File: src/sac_defs.vh
// constants for the step attenuator control port
`ifndef SAC_DEFS_VH
`define SAC_DEFS_VH
// register byte offsets
`define SAC_OFF_CTRL 12'h000
`define SAC_OFF_STAT 12'h004
`define SAC_OFF_SHIFT 12'h008
// control register fields
`define SAC_CTRL_SERIAL 0
`define SAC_CTRL_STROBE 1
`define SAC_CTRL_PRESET 2
`define SAC_CTRL_DATA 3
`define SAC_CTRL_SCLK 4
`define SAC_CTRL_PAR_LO 8
`define SAC_CTRL_PAR_HI 12
`define SAC_CTRL_RESET 32'h0000_0000
// attenuation words
`define SAC_ATT_REF 5'h00
`define SAC_ATT_8DB 5'h10
`define SAC_WORD_W 5
`define SAC_SHIFT_W 6
// start-up count: edge on which synchronised pins are trusted
`define SAC_START_LAST 2'h2
// axi responses
`define SAC_RESP_OK 2'h0
`define SAC_RESP_SLVERR 2'h2
`endif

File: src/sac_step_atten_ctrl.v
// control logic of a 5-bit step attenuator with axi4-lite access
//
// Function
// - select low parallel, high serial
// - five parallel bits give 32 states
// - strobe high makes parallel bits direct
// - six-bit shift register, transparent latch
// - shifting ignores the strobe level
// - strobe high: latch follows shift register
// - strobe fall holds shift register value
// - serial powerup loads parallel bits
// - parallel powerup strobe low uses preset
// - parallel powerup strobe high follows bits
// - bit weights 8,4,2,1,0.5 dB
//
// The AXI4-Lite register port and the placing of the registers were decided locally.
`timescale 1ns/1ps
`include "sac_defs.vh"
module sac_step_atten_ctrl (
   // clock and reset
   input wire sys_clk,
   input wire resetn,
   // axi4-lite write address
   input wire [11:0] s_axi_awaddr,
   input wire s_axi_awvalid,
   output wire s_axi_awready,
   // axi4-lite write data
   input wire [31:0] s_axi_wdata,
   input wire [3:0] s_axi_wstrb,
   input wire s_axi_wvalid,
   output wire s_axi_wready,
   // axi4-lite write response
   output reg [1:0] s_axi_bresp,
   output reg s_axi_bvalid,
   input wire s_axi_bready,
   // axi4-lite read address
   input wire [11:0] s_axi_araddr,
   input wire s_axi_arvalid,
   output wire s_axi_arready,
   // axi4-lite read data
   output reg [31:0] s_axi_rdata,
   output reg [1:0] s_axi_rresp,
   output reg s_axi_rvalid,
   input wire s_axi_rready,
   // control pins from the controller
   input wire interfaceSelect,
   input wire wordCommitStrobe,
   input wire powerupPresetSelect,
   input wire serialData,
   input wire serialClock,
   input wire eightDbBit,
   input wire fourDbBit,
   input wire twoDbBit,
   input wire oneDbBit,
   input wire halfDbBit,
   // attenuation word, bit 4 is 8 dB down to bit 0 at 0.5 dB
   output reg [4:0] attenWord
);

// ----------------------------------------
// pin synchronisers
// ----------------------------------------
// pins are ored with the software overrides so either can drive
reg [31:0] ctrl;
wire [9:0] pinRaw;
reg [9:0] pinMeta;
reg [9:0] pinSync;
assign pinRaw = {eightDbBit, fourDbBit, twoDbBit, oneDbBit, halfDbBit,
   serialClock, serialData, powerupPresetSelect, wordCommitStrobe,
   interfaceSelect};
always @(posedge sys_clk or negedge resetn) begin
   if (!resetn) begin
      pinMeta <= 10'h000;
      pinSync <= 10'h000;
   end else begin
      pinMeta <= pinRaw;
      pinSync <= pinMeta;
   end
end
wire selSerial = pinSync[0] | ctrl[`SAC_CTRL_SERIAL];
wire strobe = pinSync[1] | ctrl[`SAC_CTRL_STROBE];
wire presetSel = pinSync[2] | ctrl[`SAC_CTRL_PRESET];
wire sData = pinSync[3] | ctrl[`SAC_CTRL_DATA];
wire sClk = pinSync[4] | ctrl[`SAC_CTRL_SCLK];
// parallel bits, msb is the 8 dB weight
wire [4:0] parWord = pinSync[9:5] |
   ctrl[`SAC_CTRL_PAR_HI:`SAC_CTRL_PAR_LO];

// ----------------------------------------
// serial shift register
// ----------------------------------------
reg sClkLast;
reg [5:0] shiftReg;
wire sClkRise = sClk & ~sClkLast;
always @(posedge sys_clk or negedge resetn) begin
   if (!resetn) begin
      sClkLast <= 1'b0;
      shiftReg <= 6'h00;
   end else begin
      sClkLast <= sClk;
      if (sClkRise) begin
         shiftReg <= {shiftReg[4:0], sData};
      end
   end
end

// ----------------------------------------
// power-up preset and output latch
// ----------------------------------------
// inputs are only valid once synchronised, so wait two edges
reg [1:0] startCnt;
reg started;
always @(posedge sys_clk or negedge resetn) begin
   if (!resetn) begin
      startCnt <= 2'h0;
      started <= 1'b0;
      attenWord <= `SAC_ATT_REF;
   end else if (!started) begin
      startCnt <= startCnt + 2'h1;
      if (startCnt == `SAC_START_LAST) begin
         started <= 1'b1;
         if (selSerial) begin
            attenWord <= parWord;
         end else if (strobe) begin
            attenWord <= parWord;
         end else if (presetSel) begin
            attenWord <= `SAC_ATT_8DB;
         end else begin
            attenWord <= `SAC_ATT_REF;
         end
      end
   end else if (strobe) begin
      // pad bit dropped; a set pad bit is the controller's fault
      if (selSerial) begin
         attenWord <= shiftReg[4:0];
      end else begin
         attenWord <= parWord;
      end
   end
end

// ----------------------------------------
// axi4-lite write
// ----------------------------------------
reg awHeld;
reg wHeld;
reg [11:0] awAddr;
reg [31:0] wData;
reg [3:0] wStrb;
assign s_axi_awready = ~awHeld & ~s_axi_bvalid;
assign s_axi_wready = ~wHeld & ~s_axi_bvalid;
wire [11:0] curAw = awHeld ? awAddr : s_axi_awaddr;
wire [31:0] curW = wHeld ? wData : s_axi_wdata;
wire [3:0] curS = wHeld ? wStrb : s_axi_wstrb;
wire haveAw = awHeld | (s_axi_awvalid & s_axi_awready);
wire haveW = wHeld | (s_axi_wvalid & s_axi_wready);
wire doWrite = haveAw & haveW;
integer i;
always @(posedge sys_clk or negedge resetn) begin
   if (!resetn) begin
      awHeld <= 1'b0;
      wHeld <= 1'b0;
      awAddr <= 12'h000;
      wData <= 32'h0000_0000;
      wStrb <= 4'h0;
      s_axi_bvalid <= 1'b0;
      s_axi_bresp <= `SAC_RESP_OK;
      ctrl <= `SAC_CTRL_RESET;
   end else begin
      if (s_axi_bvalid && s_axi_bready) begin
         s_axi_bvalid <= 1'b0;
      end
      if (doWrite) begin
         awHeld <= 1'b0;
         wHeld <= 1'b0;
         s_axi_bvalid <= 1'b1;
         if (curAw[11:2] == `SAC_OFF_CTRL >> 2) begin
            s_axi_bresp <= `SAC_RESP_OK;
            for (i = 0; i < 4; i = i + 1) begin
               if (curS[i]) begin
                  ctrl[i*8 +: 8] <= curW[i*8 +: 8];
               end
            end
         end else if (curAw[11:2] == `SAC_OFF_STAT >> 2 ||
            curAw[11:2] == `SAC_OFF_SHIFT >> 2) begin
            s_axi_bresp <= `SAC_RESP_OK;
         end else begin
            s_axi_bresp <= `SAC_RESP_SLVERR;
         end
      end else begin
         if (s_axi_awvalid && s_axi_awready) begin
            awHeld <= 1'b1;
            awAddr <= s_axi_awaddr;
         end
         if (s_axi_wvalid && s_axi_wready) begin
            wHeld <= 1'b1;
            wData <= s_axi_wdata;
            wStrb <= s_axi_wstrb;
         end
      end
   end
end

// ----------------------------------------
// axi4-lite read
// ----------------------------------------
assign s_axi_arready = ~s_axi_rvalid;
always @(posedge sys_clk or negedge resetn) begin
   if (!resetn) begin
      s_axi_rvalid <= 1'b0;
      s_axi_rdata <= 32'h0000_0000;
      s_axi_rresp <= `SAC_RESP_OK;
   end else if (s_axi_rvalid) begin
      if (s_axi_rready) begin
         s_axi_rvalid <= 1'b0;
      end
   end else if (s_axi_arvalid) begin
      s_axi_rvalid <= 1'b1;
      s_axi_rresp <= `SAC_RESP_OK;
      if (s_axi_araddr[11:2] == `SAC_OFF_CTRL >> 2) begin
         s_axi_rdata <= ctrl;
      end else if (s_axi_araddr[11:2] == `SAC_OFF_STAT >> 2) begin
         s_axi_rdata <= {16'h0000, 3'h0, attenWord, 4'h0, started,
            strobe, selSerial, presetSel};
      end else if (s_axi_araddr[11:2] == `SAC_OFF_SHIFT >> 2) begin
         s_axi_rdata <= {26'h000_0000, shiftReg};
      end else begin
         s_axi_rdata <= 32'h0000_0000;
         s_axi_rresp <= `SAC_RESP_SLVERR;
      end
   end
end

endmodule

File: config.mk
export PLATFORM = sky130hd
export DESIGN_NAME = sac_step_atten_ctrl
export DESIGN_NICKNAME = d
export VERILOG_FILES = /design/src/sac_step_atten_ctrl.v
export VERILOG_INCLUDE_DIRS = /design/src
export SDC_FILE = /design/constraint.sdc
export NUM_CORES = 1
export LEC_CHECK = 0
export ABC_AREA = 1
export BUFFER_PORTS_ARGS = -buffer_cell sky130_fd_sc_hd__buf_2
export CAP_MARGIN = 20
export CORE_ASPECT_RATIO = 0.7
export CORE_MARGIN = 8
export CORE_UTILIZATION = 60
export DETAILED_ROUTE_END_ITERATION = 8
export PLACE_DENSITY = 0.85
export SKIP_CTS_REPAIR_TIMING = 1
export SLEW_MARGIN = 20
export SYNTH_ARGS = -nofsm -noshare
export SYNTH_HDL_FRONTEND = slang
export SYNTH_SLANG_ARGS = --single-unit
File: constraint.sdc
create_clock -name sys_clk -period 2.6 [get_ports sys_clk]
set_input_delay 0 -clock sys_clk [delete_from_list [all_inputs] [get_ports sys_clk]]
set_output_delay 0 -clock sys_clk [all_outputs]
set_load 0.005 [all_outputs]
---- After elaboration in Yosys (flattened, before gate mapping) ----
Cells that the tools add are included.
word-level totals
  bits in latches ......................... 0
  RAM bits ................................ 0
  output and inout port bits .............. 46
  memories kept ........................... 0
  bits of input ports ..................... 77
  ROM bits ................................ 0
  flip-flop bits (word level) ............. 155
cells by class
  reductions and logical operators ........ 18
  bitwise logic cells ..................... 20
  muxes and demuxes ....................... 29
  equality and inequality tests ........... 6
  add/sub/neg operators ................... 1
  shift-type cells ........................ 0
  div/mod/pow operators ................... 0
  magnitude comparators ................... 0
  multipliers ............................. 0
operators by type and width
  kind                                                                     number
  32-bit two-way mux                                                       2
  5-bit two-way mux                                                        7
  10-bit by 1-bit equality test with 1-bit output (second input constant)  2
  10-bit by 2-bit equality test with 1-bit output (second input constant)  2
  10-bit zero test                                                         2
  13-bit two-way mux                                                       1
  12-bit two-way mux                                                       1
  3-bit AND reduction                                                      4
  1-bit two-way mux                                                        11
  2-bit two-way mux                                                        5
  2-bit AND reduction                                                      4
  2-bit nonzero test                                                       4
  1-bit bitwise OR                                                         7
  1-bit AND                                                                6
  6-bit two-way mux                                                        1
  1-bit NOT                                                                6
  5-bit bitwise OR                                                         1
  4-bit two-way mux                                                        1
  1-bit logical AND                                                        3
  2-bit by 1-bit adder with 2-bit output (second input constant)           1
  2-bit equality test (second input constant)                              1
  2-bit inequality test (second input constant)                            1
  1-bit logical OR                                                         1

---- Depth between registers and ports, before layout ----
  depth after elaboration ................. 7
  depth in mapped cells ................... 9

---- Least setup slack after synthesis ----
OpenSTA, ideal clock, no wires.
  path kind ............................... register to register
  from .................................... register s_axi_bvalid
  to ...................................... register ctrl[0]
  clock period less this slack ............ 1.393 ns
  arrival time ............................ 1.276 ns
  slack ................................... 1.207 ns
  cell stages (with the launch flop) ...... 7
  path through ............................ dfrtp_1 o21bai_2 nand2_2 nor2_8 nand3_4 nand2_1 nand2_1
between the ends
  word-level cells in the longest chain between the ends .. 6
  elaborated cells on any way between the ends .. 9
  those cells by class .................... bitwise (8); reduce/logical (1)
RTL lines
  item                                    line                                                  text
  start: declaration                      sac_step_atten_ctrl.v:34                              output reg s_axi_bvalid,
  start signal: assignment                sac_step_atten_ctrl.v:166                             s_axi_bvalid <= 1'b0;
  start signal: assignment                sac_step_atten_ctrl.v:171                             s_axi_bvalid <= 1'b0;
  start signal: assignment                sac_step_atten_ctrl.v:176                             s_axi_bvalid <= 1'b1;
  1-bit NOT *                             sac_step_atten_ctrl.v:150, sac_step_atten_ctrl.v:151
  1-bit AND (on tied branches)            sac_step_atten_ctrl.v:150, sac_step_atten_ctrl.v:151
  1-bit AND (on tied branches)            sac_step_atten_ctrl.v:155, sac_step_atten_ctrl.v:156
  1-bit bitwise OR (on tied branches)     sac_step_atten_ctrl.v:155, sac_step_atten_ctrl.v:156
  1-bit AND *                             sac_step_atten_ctrl.v:157                             wire doWrite = haveAw & haveW;
  3-bit AND reduction (no source line) *  --
  end signal: assignment                  sac_step_atten_ctrl.v:168                             ctrl <= `SAC_CTRL_RESET;
  end signal: indexed assignment          sac_step_atten_ctrl.v:181                             ctrl[i*8 +: 8] <= curW[i*8 +: 8];
  end: declaration                        sac_step_atten_ctrl.v:64                              reg [31:0] ctrl;
Mark *: on every way between the ends. The rest lies on a longest branch, timed or not.
A chain may end at the register's enable or synchronous reset.

---- Worst setup path after layout ----
  from .................................... register s_axi_bvalid
  to ...................................... register ctrl[9]
The elaborated chain is that of the path after synthesis.

==> metrics.cfg <==
[run_status]
status = finished, violations left
violations = hold timing

[yosys]
synth-xor-area-share = 0.00131
synth_edf_count = 0
netlist_instances = 785
synthTopCellsByArea = dfrtp_1 (57%), nand2_1 (15%), o21ai_0 (9.2%)
muxShareOfSynthArea = 0
synth-simple-area-share = 0.240
yosysTopAreaCellShare = 0.565
synth_top_family_by_area = simple AND/OR/NAND/NOR gates
synth_fa_ha_area_frac = 0.00187
syn_avg_cell_area_um2 = 8.52
synth_top_flop_cell = dfrtp_1
synth_compound_area_frac = 0.115
synth_seq_cells = 151
ys_async_sr_fraction = 1.00
yosysUniqueCellTypes = 29
syn-cell-area_um2 = 6690
ys_seq_area_frac = 0.565
synth_top_area_cell = dfrtp_1
yosys_warnings = 0

[die]
die_w_um = 142
fp.dieH_um = 104
die_area_um2 = 14800
core_um2 = 10900
io_pins = 123
start_util = 0.612
row_count = 32

[cells_and_area]
finalInstanceArea_um2 = 8570
synthToLayoutAreaGrowth_pct = 28.1
final_cell_mix = nand2_1 (265), dfrtp_1 (150), o21ai_0 (123)
num-nets-final = 1031
final_common_cell = nand2_1
drive_gt1_frac = 0.187

[timing]
slew_headroom = 0.553
hold_viol_final = 1
timing.fmax_mhz = 520
setup_violations = 0
post-route-min-period_ns = 1.92
fin_crit_sh = 0.739
tightest_slew_ns = 0.670
tns_ns = 0
fin_skew_ns = 0.0101
hold_slack_ns = -0.0112
maxSlewViolCount = 0
rsz0062_at_grt = no

[setup_path]
slowest_stage = nor2_8
worst_ep_arrival_time_ns = 2.22
critPathMaxFanout = 36
cp_common_cell = nand2_1
critPathRequiredTime_ns = 2.90
worstPathCellList = o21bai_2 -> nand2_2 -> nor2_8 -> nand3_4 -> nand2_1 -> nand2_1
worstSetupEndpointType = flip-flop
worst-path-buf-inv = 0
startpoint = s_axi_bvalid
worstReg2RegStart = s_axi_bvalid
worst_setup_path_start_kind = flip-flop
crit_type = reg2reg
crit_family = simple AND/OR/NAND/NOR gates
max_stage_delay_ns = 0.49

[clocking]
clock-sinks = 151
cts_root_buf = clkbuf_16
clk_latency_ns = 0.42
cts_buffers = 17
clk_pin_slew_ns = 0.06
cts_tree = yes
clockBufferDepth = 2
cts_max_level = 4

[pwr]
switching_power_w = 0.00237
pwr_density_cell_nw_per_um2 = 844
power_leakage_nw = 4.46
p_sw_frac = 0.328
intPower_w = 0.00486
vdd_drop_max_uv = 875
clockPowerShare = 0.342
p_comb_frac = 0.226
sequentialPowerShare = 0.432

[placement]
portBuffers = 116
post-dp-hpwl_um = 11100
place_congestion = 0.937
dpl_cell_area_um2 = 7350

[drt]
wl_per_cell_um = 16.0
vias_per_cell = 5.36
dr.pass1.iters = 5
drc = 0
drt_wl_total_um = 17900
drtAntennaViolNets = 0
vias = 6004
drt_iter0_drc = 632

[worst_hold_path]
hold_path_class = in2reg
hp-start = s_axi_araddr[11]

[grt]
grt_use_total = 0.226
grt_pass1_vias = 5402
gr-total-overflow = 0
grt_first_pass_wirelength_um = 27000
grt_max_degree = 76
antenna_found_initial = 0

[flow_run]
drv_cap = 0

[metrics by stage]
step | power (W) | hold slack, ns | worst slack [ns] | std cells | util
global placement | 0.00456 | 0.0702 | 0.822 | 1026 | 0.673
finish | 0.00723 | -0.0112 | 0.678 | 1120 | 0.784
CTS | 0.00712 | -0.375 | 0.689 | 1058 | 0.728
global route | 0.00762 | 0.00288 | 0.525 | 1119 | 0.783
floorplan | 0.00420 | -0.296 | 1.21 | 786 | -
detailed placement | 0.00464 | 0.0687 | 0.748 | 1026 | 0.673
[final timing paths]
path	slack, ns	cells past startpoint	end
max reg2reg	0.68	6	ctrl[9]
min reg2reg	0.34	0	pinSync[0]
min	-0.01	6	s_axi_rdata[5]
max in group asynchronous	1.56	3	started
max	0.68	6	ctrl[9]
min in group asynchronous	0.18	2	awAddr[5]
[worst reg2reg max path, delay by kind of cell (launching register included)]
family           cells  cell delay [ns]
AND/OR/NAND/NOR      5             1.09
flip-flops           1             0.45
AO/OA/AOI/OAI        1             0.25
[power groups by stage]
stage	Clock [W]	Combinational, W	Sequential [W]
floorplan	0	0.00113	0.00306
global placement	0	0.00144	0.00312
detailed placement	0	0.00150	0.00314
CTS	0.00250	0.00152	0.00310
global route	0.00260	0.00185	0.00317
finish	0.00247	0.00163	0.00312
[layer usage]
layer  wire length (um)  track usage  part of all wire
met1               7860        0.327              0.44
met2               7910        0.312              0.44
met3               1660       0.0724             0.093
met4                465       0.0772             0.026
met5                  0            0                 0
[synthesized netlist by cell type (2+ instances only)]
library cell / count
buf_8: 3
nor2_1: 23
nand2_1: 265
nand3_4: 4
nand3_1: 28
nand4_1: 32
buf_2: 14
clkbuf_1: 17
o211ai_1: 5
nor3_1: 2
nor2_2: 2
o21ai_0: 123
inv_1: 81
a21oi_1: 9
dfrtp_1: 151
nand2_2: 6
o21ai_2: 5
buf_4: 2
or2_2: 3
[registers in the layout, summed over array words and instances, names as in the netlist, 2 cells and up]
register,flops
pinSync,10
awAddr,10
pinMeta,10
wData,32
shiftReg,6
attenWord,5
wStrb,4
s_axi_rdata,32
startCnt,2
ctrl,32
[cell type report]
| type | instances | area [um2] |
|---|---|---|
| Antenna cell | 1 | 2.50 |
| Clock buffer | 20 | 457 |
| Clock inverter | 12 | 143 |
| Fill cell | 722 | 2360 |
| Inverter | 82 | 308 |
| Multi-Input combinational cell | 516 | 2400 |
| Sequential cell | 151 | 3780 |
| Tap cell | 153 | 191 |
| Timing Repair Buffer | 185 | 1280 |
[logic make-up (layout without fill, tap and decap cells)]
kind of cell,Yosys count,in the layout
XOR/XNOR,1,1
AO/OA/AOI/OAI,145,145
other,1,3
flip-flops,151,151
AND/OR/NAND/NOR,367,367
buffers and inverters,119,299
adder cells (fa/ha/maj),1,1
No activity file was read; power rests on OpenSTA's default activity.
